`src/design/nic_irq_map.svh`:
```
// offsets, field positions, reset values and bit groups for the status block
// Functional notes
// - bit 0 is OR of masked visible events, drives irq line, cleared by ack.
// - bit 1 sets on bus target abort or master abort.
// - bus fault clears only on full reset with transfer engine bit clear.
// - bit 2 sets on notified good send or any send error.
// - send-done acknowledged by writing the send result register.
// - bit 4 sets while complete frames sit in receive FIFO.
// - upload engine auto-acknowledges frame-arrived as it delivers frames.
// - bit 5 sets when top frame byte count exceeds threshold.
// - top frame complete drops partial flag, raises frame-arrived.
// - partial-frame flag clears on flag clear with its ack bit.
// - bit 6 sets on soft request or countdown expiry; ack clears it.
// - bit 7 sets when a counter nears full; clears when all read.
// - bit 8 sets on entering or leaving the link-up state.
// - link change clears on extra-status read, auto-ack read, or ack.
// - link change raised regardless of transceiver choice.
// - bit 9 sets on download complete with fetch-notify set.
// - fetch-done clears on flag clear with its bit set.
// - bit 10 sets on upload complete; flag clear with bit clears it.
// - bit 12 high while a multi-cycle command still executes.
// - bits 15:13 show bank index, zero after reset or full reset.
// - port 1e mirrors status word; reading it clears irq source mask.
// - auto-ack read clears fetch, deliver, partial, soft, line, link flags.
// - event bit reads set only when its visibility mask bit is set.
// - visible event drives irq only when its source mask bit set.
`ifndef NIC_IRQ_MAP_SVH
`define NIC_IRQ_MAP_SVH
`define OFS_STATUS_WORD    8'h0E
`define OFS_STATUS_ACK     8'h1E
`define BIT_LINE           0
`define BIT_BUS_FAULT      1
`define BIT_SEND_DONE      2
`define BIT_FRAME_ARRIVED  4
`define BIT_PARTIAL        5
`define BIT_SOFT_IRQ       6
`define BIT_COUNTER_FULL   7
`define BIT_LINK_CHANGE    8
`define BIT_FETCH_DONE     9
`define BIT_DELIVER_DONE   10
`define BIT_CMD_PENDING    12
`define MASK_RESET         16'h0000
`define EVENT_BITS         16'h07F6
`define AUTO_ACK_BITS      16'h0761
`endif

```
`src/design/nic_irq_pkg.sv`:
```
// types shared by the status block
package nic_irq_pkg;
   typedef logic [15:0] word_t;
   typedef enum logic [1:0] {
      PEND_IDLE,
      PEND_BUSY
   } pend_state_t;
endpackage : nic_irq_pkg

```
`src/design/event_flag.sv`:
```
// one sticky event flag, set wins over clear
`timescale 1ns/10ps
`default_nettype none
module event_flag (
   // clock and reset
   input  wire logic ref_clk,
   input  wire logic rst_n,
   // set and clear
   input  wire logic setEv,
   input  wire logic clrEv,
   // flag
   output logic      flag
);
   logic next_flag;
   always_comb begin
      next_flag = flag;
      if (clrEv) begin
         next_flag = 1'b0;
      end
      if (setEv) begin
         next_flag = 1'b1;
      end
   end
   always_ff @(posedge ref_clk) begin
      if (!rst_n) begin
         flag <= 1'b0;
      end else begin
         flag <= next_flag;
      end
   end
   setwins_a: assert property (@(posedge ref_clk) disable iff (!rst_n)
      setEv |=> flag) else $error("set lost");
endmodule : event_flag
`default_nettype wire

```
`src/design/cmd_tracker.sv`:
```
// tracks a multi-cycle command from issue to completion
`timescale 1ns/10ps
`default_nettype none
module cmd_tracker
   import nic_irq_pkg::*;
(
   // clock and reset
   input  wire logic ref_clk,
   input  wire logic rst_n,
   // command events
   input  wire logic cmdStart,
   input  wire logic cmdDone,
   // status
   output logic      pending
);
   pend_state_t state;
   pend_state_t next_state;
   always_comb begin
      next_state = state;
      unique case (state)
         PEND_IDLE: begin
            if (cmdStart && !cmdDone) begin
               next_state = PEND_BUSY;
            end
         end
         PEND_BUSY: begin
            if (cmdDone) begin
               next_state = PEND_IDLE;
            end
         end
         default: begin
            next_state = PEND_IDLE;
         end
      endcase
   end
   always_ff @(posedge ref_clk) begin
      if (!rst_n) begin
         state <= PEND_IDLE;
      end else begin
         state <= next_state;
      end
   end
   assign pending = (state == PEND_BUSY);
endmodule : cmd_tracker
`default_nettype wire

```
`src/design/nic_interrupt_status.sv`:
```
// event flags, two-level masking, status ports and host interrupt line
`timescale 1ns/10ps
`default_nettype none
`include "nic_irq_map.svh"
module nic_interrupt_status
   import nic_irq_pkg::*;
(
   // clock and reset
   input  wire logic       ref_clk,
   input  wire logic       rst_n,
   // host register reads
   input  wire logic       rdStrobe,
   input  wire logic [7:0] rdOffset,
   output logic     [15:0] rdData,
   // host commands
   input  wire logic       fullReset,
   input  wire logic       fullResetEngineBit,
   input  wire logic       clearCmd,
   input  wire logic [10:0] clearBits,
   input  wire logic       setVisible,
   input  wire logic       setSource,
   input  wire logic [15:0] maskValue,
   input  wire logic       sendResultWrite,
   input  wire logic       extraStatusRead,
   input  wire logic       bankSelect,
   input  wire logic [2:0] bankValue,
   input  wire logic       softIrqCmd,
   input  wire logic       cmdStart,
   // engine events
   input  wire logic       busAbort,
   input  wire logic       sendNotified,
   input  wire logic       sendError,
   input  wire logic       framesInFifo,
   input  wire logic       frameUploaded,
   input  wire logic [15:0] topFrameBytes,
   input  wire logic [15:0] partialThreshold,
   input  wire logic       topFrameComplete,
   input  wire logic       countdownExpired,
   input  wire logic       counterNearFull,
   input  wire logic       allCountersRead,
   input  wire logic       linkUpEnter,
   input  wire logic       linkUpLeave,
   input  wire logic       fetchNotifyDone,
   input  wire logic       deliverDone,
   input  wire logic       cmdDone,
   // interrupt line and mask views
   output logic            irqLine,
   output logic     [15:0] visibleMask,
   output logic     [15:0] sourceMask,
   output logic            cmdPending
);
   logic [15:0] flags;
   logic [15:0] setEv;
   logic [15:0] clrEv;
   logic [15:0] visible;
   logic        lineActive;
   logic        next_lineActive;
   logic        pending;
   logic        autoRead;
   logic        plainRead;
   logic [15:0] next_visibleMask;
   logic [15:0] next_sourceMask;
   logic [15:0] next_rdData;
   logic [2:0]  bankIndex;
   logic [2:0]  next_bankIndex;
   logic        next_irqLine;
   logic        earlyOver;

   assign autoRead  = rdStrobe && (rdOffset == `OFS_STATUS_ACK);
   assign plainRead = rdStrobe && (rdOffset == `OFS_STATUS_WORD);
   assign earlyOver = (topFrameBytes > partialThreshold);

   always_comb begin
      setEv = 16'h0000;
      clrEv = 16'h0000;
      setEv[`BIT_BUS_FAULT] = busAbort;
      // only full reset without engine bit
      clrEv[`BIT_BUS_FAULT] = fullReset && !fullResetEngineBit;
      setEv[`BIT_SEND_DONE] = sendNotified || sendError;
      clrEv[`BIT_SEND_DONE] = sendResultWrite;
      setEv[`BIT_FRAME_ARRIVED] = framesInFifo || topFrameComplete;
      // upload auto-ack; complete frame drops partial flag
      clrEv[`BIT_FRAME_ARRIVED] = frameUploaded;
      // threshold crossing while top frame still arriving
      setEv[`BIT_PARTIAL] = earlyOver && !topFrameComplete;
      clrEv[`BIT_PARTIAL] = topFrameComplete || autoRead
         || (clearCmd && clearBits[`BIT_PARTIAL]);
      setEv[`BIT_SOFT_IRQ] = softIrqCmd || countdownExpired;
      clrEv[`BIT_SOFT_IRQ] = autoRead
         || (clearCmd && clearBits[`BIT_SOFT_IRQ]);
      setEv[`BIT_COUNTER_FULL] = counterNearFull;
      clrEv[`BIT_COUNTER_FULL] = allCountersRead;
      setEv[`BIT_LINK_CHANGE] = linkUpEnter || linkUpLeave;
      clrEv[`BIT_LINK_CHANGE] = extraStatusRead || autoRead
         || (clearCmd && clearBits[`BIT_LINK_CHANGE]);
      setEv[`BIT_FETCH_DONE] = fetchNotifyDone;
      clrEv[`BIT_FETCH_DONE] = autoRead
         || (clearCmd && clearBits[`BIT_FETCH_DONE]);
      setEv[`BIT_DELIVER_DONE] = deliverDone;
      clrEv[`BIT_DELIVER_DONE] = autoRead
         || (clearCmd && clearBits[`BIT_DELIVER_DONE]);
   end

   genvar gi;
   generate
      for (gi = 1; gi <= `BIT_DELIVER_DONE; gi++) begin : g_flag
         if (gi != 3) begin : g_used
            event_flag u_flag (
               .ref_clk (ref_clk),
               .rst_n   (rst_n),
               .setEv   (setEv[gi]),
               .clrEv   (clrEv[gi]),
               .flag    (flags[gi])
            );
         end else begin : g_hole
            assign flags[gi] = 1'b0;
         end
      end
   endgenerate
   assign flags[0]     = 1'b0;
   assign flags[15:11] = 5'h00;

   cmd_tracker u_cmd (
      .ref_clk  (ref_clk),
      .rst_n    (rst_n),
      .cmdStart (cmdStart),
      .cmdDone  (cmdDone),
      .pending  (pending)
   );

   assign visible = flags & visibleMask & `EVENT_BITS;

   always_comb begin
      next_visibleMask = visibleMask;
      next_sourceMask  = sourceMask;
      next_bankIndex   = bankIndex;
      next_lineActive  = lineActive;
      if (setVisible) begin
         next_visibleMask = maskValue & `EVENT_BITS;
      end
      if (setSource) begin
         next_sourceMask = maskValue & `EVENT_BITS;
      end
      if (autoRead) begin
         next_sourceMask = `MASK_RESET;
      end
      if (bankSelect) begin
         next_bankIndex = bankValue;
      end
      // bank back to zero on full reset
      if (fullReset) begin
         next_bankIndex = 3'h0;
      end
      // line latch cleared by ack or auto read
      if (autoRead || (clearCmd && clearBits[`BIT_LINE])) begin
         next_lineActive = 1'b0;
      end
      // masked sources set the line, set beats clear
      // uses the mask as it will stand, so an auto read that wipes the
      // mask cannot re-latch the line it is acknowledging
      if (|(visible & next_sourceMask)) begin
         next_lineActive = 1'b1;
      end
      next_irqLine = next_lineActive;
      next_rdData  = rdData;
      if (plainRead || autoRead) begin
         next_rdData = {bankIndex, pending, 1'b0, visible[10:1], lineActive};
      end
   end

   always_ff @(posedge ref_clk) begin
      if (!rst_n) begin
         visibleMask <= `MASK_RESET;
         sourceMask  <= `MASK_RESET;
         bankIndex   <= 3'h0;
         lineActive  <= 1'b0;
         irqLine     <= 1'b0;
         rdData      <= 16'h0000;
         cmdPending  <= 1'b0;
      end else begin
         visibleMask <= next_visibleMask;
         sourceMask  <= next_sourceMask;
         bankIndex   <= next_bankIndex;
         lineActive  <= next_lineActive;
         irqLine     <= next_irqLine;
         rdData      <= next_rdData;
         cmdPending  <= pending;
      end
   end

   busfault_hold_a: assert property (@(posedge ref_clk) disable iff (!rst_n)
      flags[1] && !(fullReset && !fullResetEngineBit) |=> flags[1])
      else $error("bus fault cleared early");
   line_follow_a: assert property (@(posedge ref_clk) disable iff (!rst_n)
      |(visible & sourceMask) && !autoRead |=> irqLine)
      else $error("line not raised");
   auto_mask_a: assert property (@(posedge ref_clk) disable iff (!rst_n)
      autoRead |=> sourceMask == 16'h0000)
      else $error("mask not cleared");
   holes_zero_a: assert property (@(posedge ref_clk) disable iff (!rst_n)
      rdData[3] == 1'b0 && rdData[11] == 1'b0)
      else $error("hole bit set");
   hidden_zero_a: assert property (@(posedge ref_clk) disable iff (!rst_n)
      (plainRead && !visibleMask[2]) |=> !rdData[2])
      else $error("hidden bit read");
   bank_reset_a: assert property (@(posedge ref_clk) disable iff (!rst_n)
      fullReset |=> bankIndex == 3'h0)
      else $error("bank not reset");
   send_set_a: assert property (@(posedge ref_clk) disable iff (!rst_n)
      sendError |=> flags[2])
      else $error("send flag missed");
   link_clear_a: assert property (@(posedge ref_clk) disable iff (!rst_n)
      autoRead && !linkUpEnter && !linkUpLeave |=> !flags[8])
      else $error("link not cleared");
endmodule : nic_interrupt_status
`default_nettype wire

```
`config.mk`:
```
export PLATFORM = sky130hd
export DESIGN_NAME = nic_interrupt_status
export DESIGN_NICKNAME = d
export VERILOG_FILES = /design/src/design/nic_irq_pkg.sv /design/src/design/event_flag.sv /design/src/design/cmd_tracker.sv /design/src/design/nic_interrupt_status.sv
export VERILOG_INCLUDE_DIRS = /design/src /design/src/design
export SDC_FILE = /design/constraint.sdc
export NUM_CORES = 1
export LEC_CHECK = 0
export ABC_AREA = 1
export BUFFER_PORTS_ARGS = -buffer_cell sky130_fd_sc_hd__buf_4
export CAP_MARGIN = 15
export CORE_ASPECT_RATIO = 0.75
export CORE_UTILIZATION = 47
export CTS_CLUSTER_DIAMETER = 150
export DETAILED_ROUTE_END_ITERATION = 10
export PLACE_DENSITY = 0.86
export RECOVER_POWER = 100
export SETUP_SLACK_MARGIN = 0.4
export SYNTH_ARGS = -nofsm -noshare
export SYNTH_HDL_FRONTEND = slang
export SYNTH_SLANG_ARGS = --single-unit
```
`constraint.sdc`:
```
create_clock -name ref_clk -period 4.16 [get_ports ref_clk]
set_clock_uncertainty 0.05 [all_clocks]
set_input_delay 0.624 -clock ref_clk [delete_from_list [all_inputs] [get_ports ref_clk]]
set_output_delay 0.624 -clock ref_clk [all_outputs]
set_load 0.03 [all_outputs]
```
==> metrics.txt <==
status=finished, violations left; failing checks=DRC; Clk Latency, worst-skew pair=roughly 0.3 ns; top post-synthesis cells by area=dfxtp_1 (39%), nand2_1 (9.3%), a21oi_1 (8.5%); Final GP Congestion=~0.81; post-synthesis sequential area ratio=~39%; Overflow after GRT=0; root buf cell=clkbuf_8; largest buffer count on any clock path=2; Worst Hold Class=reg2reg; via count=2,472; WL per Instance=12.4 microns; first-pass GRT wire length=about 10,000 microns; Initial Utilization=slightly below 50%; Final Cell Area=3230 sq um; Final Slew Violations=0; 1st-pass router iterations=8; ys flop type=dfxtp_1; endpoint class of the critical path=flip-flop; number of global-route vias before repair=2,284; fin util=approximately 65%; n_diodes=0; cell count after synthesis=approximately 340; Core Box Area=about 4900 sq um; min setup slack post-route=between 1 and 1.5 ns; post-cts sizing count=0; row count=22; DP Area=~3300 sq um; asr flop ratio synth=0%; CTS sink count=47; Area Overhead vs Synth=33.5%; CTS tree=done; H-Tree Depth=2; Max Cap Violations=0; HPWL Detailed=about 5000 microns; Worst EP required=between 4 and 5 ns; synthesized area=between 2000 and 2500 sq um; synthesized flop and latch total=47; setup_tns=0 ns; Tmin final=2.66 ns; RSZ-0062 raised after global routing=no; PortBufs=between 100 and 150; antenna viol nets, final=0; Critical Path Fanout Max=16; initial antenna violation count=0; hold slack=between 0.4 and 0.5 ns; die height=~64 microns; Final Setup Violations=0; Die W=84.8 microns; Worst setup SP type=input port; vias per inst=~4.8; clock-pin slew on the worst setup and hold paths=around 0.090 ns; EDFF count, synth=0; I/O pin count=between 100 and 150; Slew @ Worst Pin=between 0.7 and 0.8 ns; Fin. Hold Viols=0; top-count cell post-synth=nand2_1; pin count of the biggest net entering global routing=25; synth unique cells=24; power per cell area=roughly 320 nW/um^2; worst rel slew slack=47.8%; buffer count from post-CTS setup fixing=0; DRT iter0 DRCs=between 150 and 200; crit path DAT=~2.8 ns; Inserted Clock Buffers=5; post-synthesis average cell area=7.17 sq um; share of cells above drive strength 1=around 21%; fmax=roughly 380 MHz; Overall Global Routing Usage=between 20% and 30%; area of the die=approximately 5400 sq um; Total Wirelength=about 6400 microns; nets=564; post-synth top area cell=dfxtp_1; ratio of final minimum period to clock period=63.9%; Worst IR Drop VDD=between 0.00015 and 0.0002 V; CTS Hold Bufs=0; commonest cells in the netlist=nand2_1 (60), dfxtp_1 (47), inv_1 (44), nor2_1 (44), a21oi_1 (41); DRC violations left=8; Yosys warnings=0; worst setup path class=in2reg; Leak=between 1.5 and 2 nW; Fill cells=~450; pre-CTS setup slack=around 1.5 ns; top-area cell type share of the netlist area=between 30% and 40%
==> flip-flops by register name (all words and copies together) (netlist names) <==
signal / flops
lineActive: 1
u_cmd.state: 1
visibleMask: 9
rdData: 14
cmdPending: 1
bankIndex: 3
g_flag.g_used.u_flag.flag: 9
sourceMask: 9
==> metrics by stage <==
step,power [mW],std cells
floorplan,0.629,352
global placement,0.716,504
detailed placement,0.722,504
CTS,1.06,512
global route,1.09,512
finish,1.04,512
==> cells by family after synthesis <==
kind of cell	Yosys count	share of synthesized area, %
simple gates	134	23.6
buf+inv	70	14.2
compound gates	69	14.9
flops	47	38.9
fa+ha+maj	16	8.28
other cells	1	0.155
==> critical path, stage by stage <==
cell and delay [ns]:
clkbuf_4 0.10, or2_0 0.25, nor3_4 0.54, nand2_1 0.52, o21ai_2 0.58, inv_1 0.08
nand2_1 0.08, inv_1 0.03
==> metal layers <==
metal	part of all wire, %	GRT usage, %	vias to the layer above
li1	-	-	1273
met1	46	31.1	1103
met2	46	41.0	86
met3	6.9	5.30	10
met4	1.4	5.72	0
met5	0	0	-
==> layout by cell type (no fill, tap or decap) <==
master and instances:
a211oi_1 1, a21o_1 1, a21oi_1 41, buf_4 82, bufinv_16 1, clkbuf_1 35, clkbuf_4 1, clkbuf_8 5
clkinvlp_4 1, conb_1 16, dfxtp_1 47, ha_1 16, inv_1 44, inv_6 1, nand2_1 61, nand3_1 14
nand4_1 2, nor2_1 44, nor3_1 7, nor3_4 1, o21ai_0 23, o21ai_2 1, o22ai_1 2, or2_0 1
or2_2 4
==> final timing paths <==
check / end / slack (ns) / startpoint / cells after the start
min reg2reg: cmdPending / 0.40 / u_cmd.state[0] / 2
max reg2reg: lineActive / 2.87 / sourceMask[8] / 7
max: lineActive / 1.50 / rdOffset[7] / 8
min: cmdPending / 0.40 / u_cmd.state[0] / 2
==> report_power, final <==
group | switching, mW | internal (mW)
Sequential | 0.0159 | 0.471
Clock | 0.161 | 0.181
Combinational | 0.123 | 0.0893
Total | 0.300 | 0.742
==> layout make-up <==
class                      count  area, sq um  area share (%)
multi-input combinational    235         1180            36.4
sequential                    47          941            29.2
timing repair buffer         118          754            23.4
inverter                      44          165            5.12
tap                           60         75.1            2.33
clock buffer                   5         68.8            2.13
clock inverter                 3         46.3            1.43
Power figures use the tool's default switching activity.
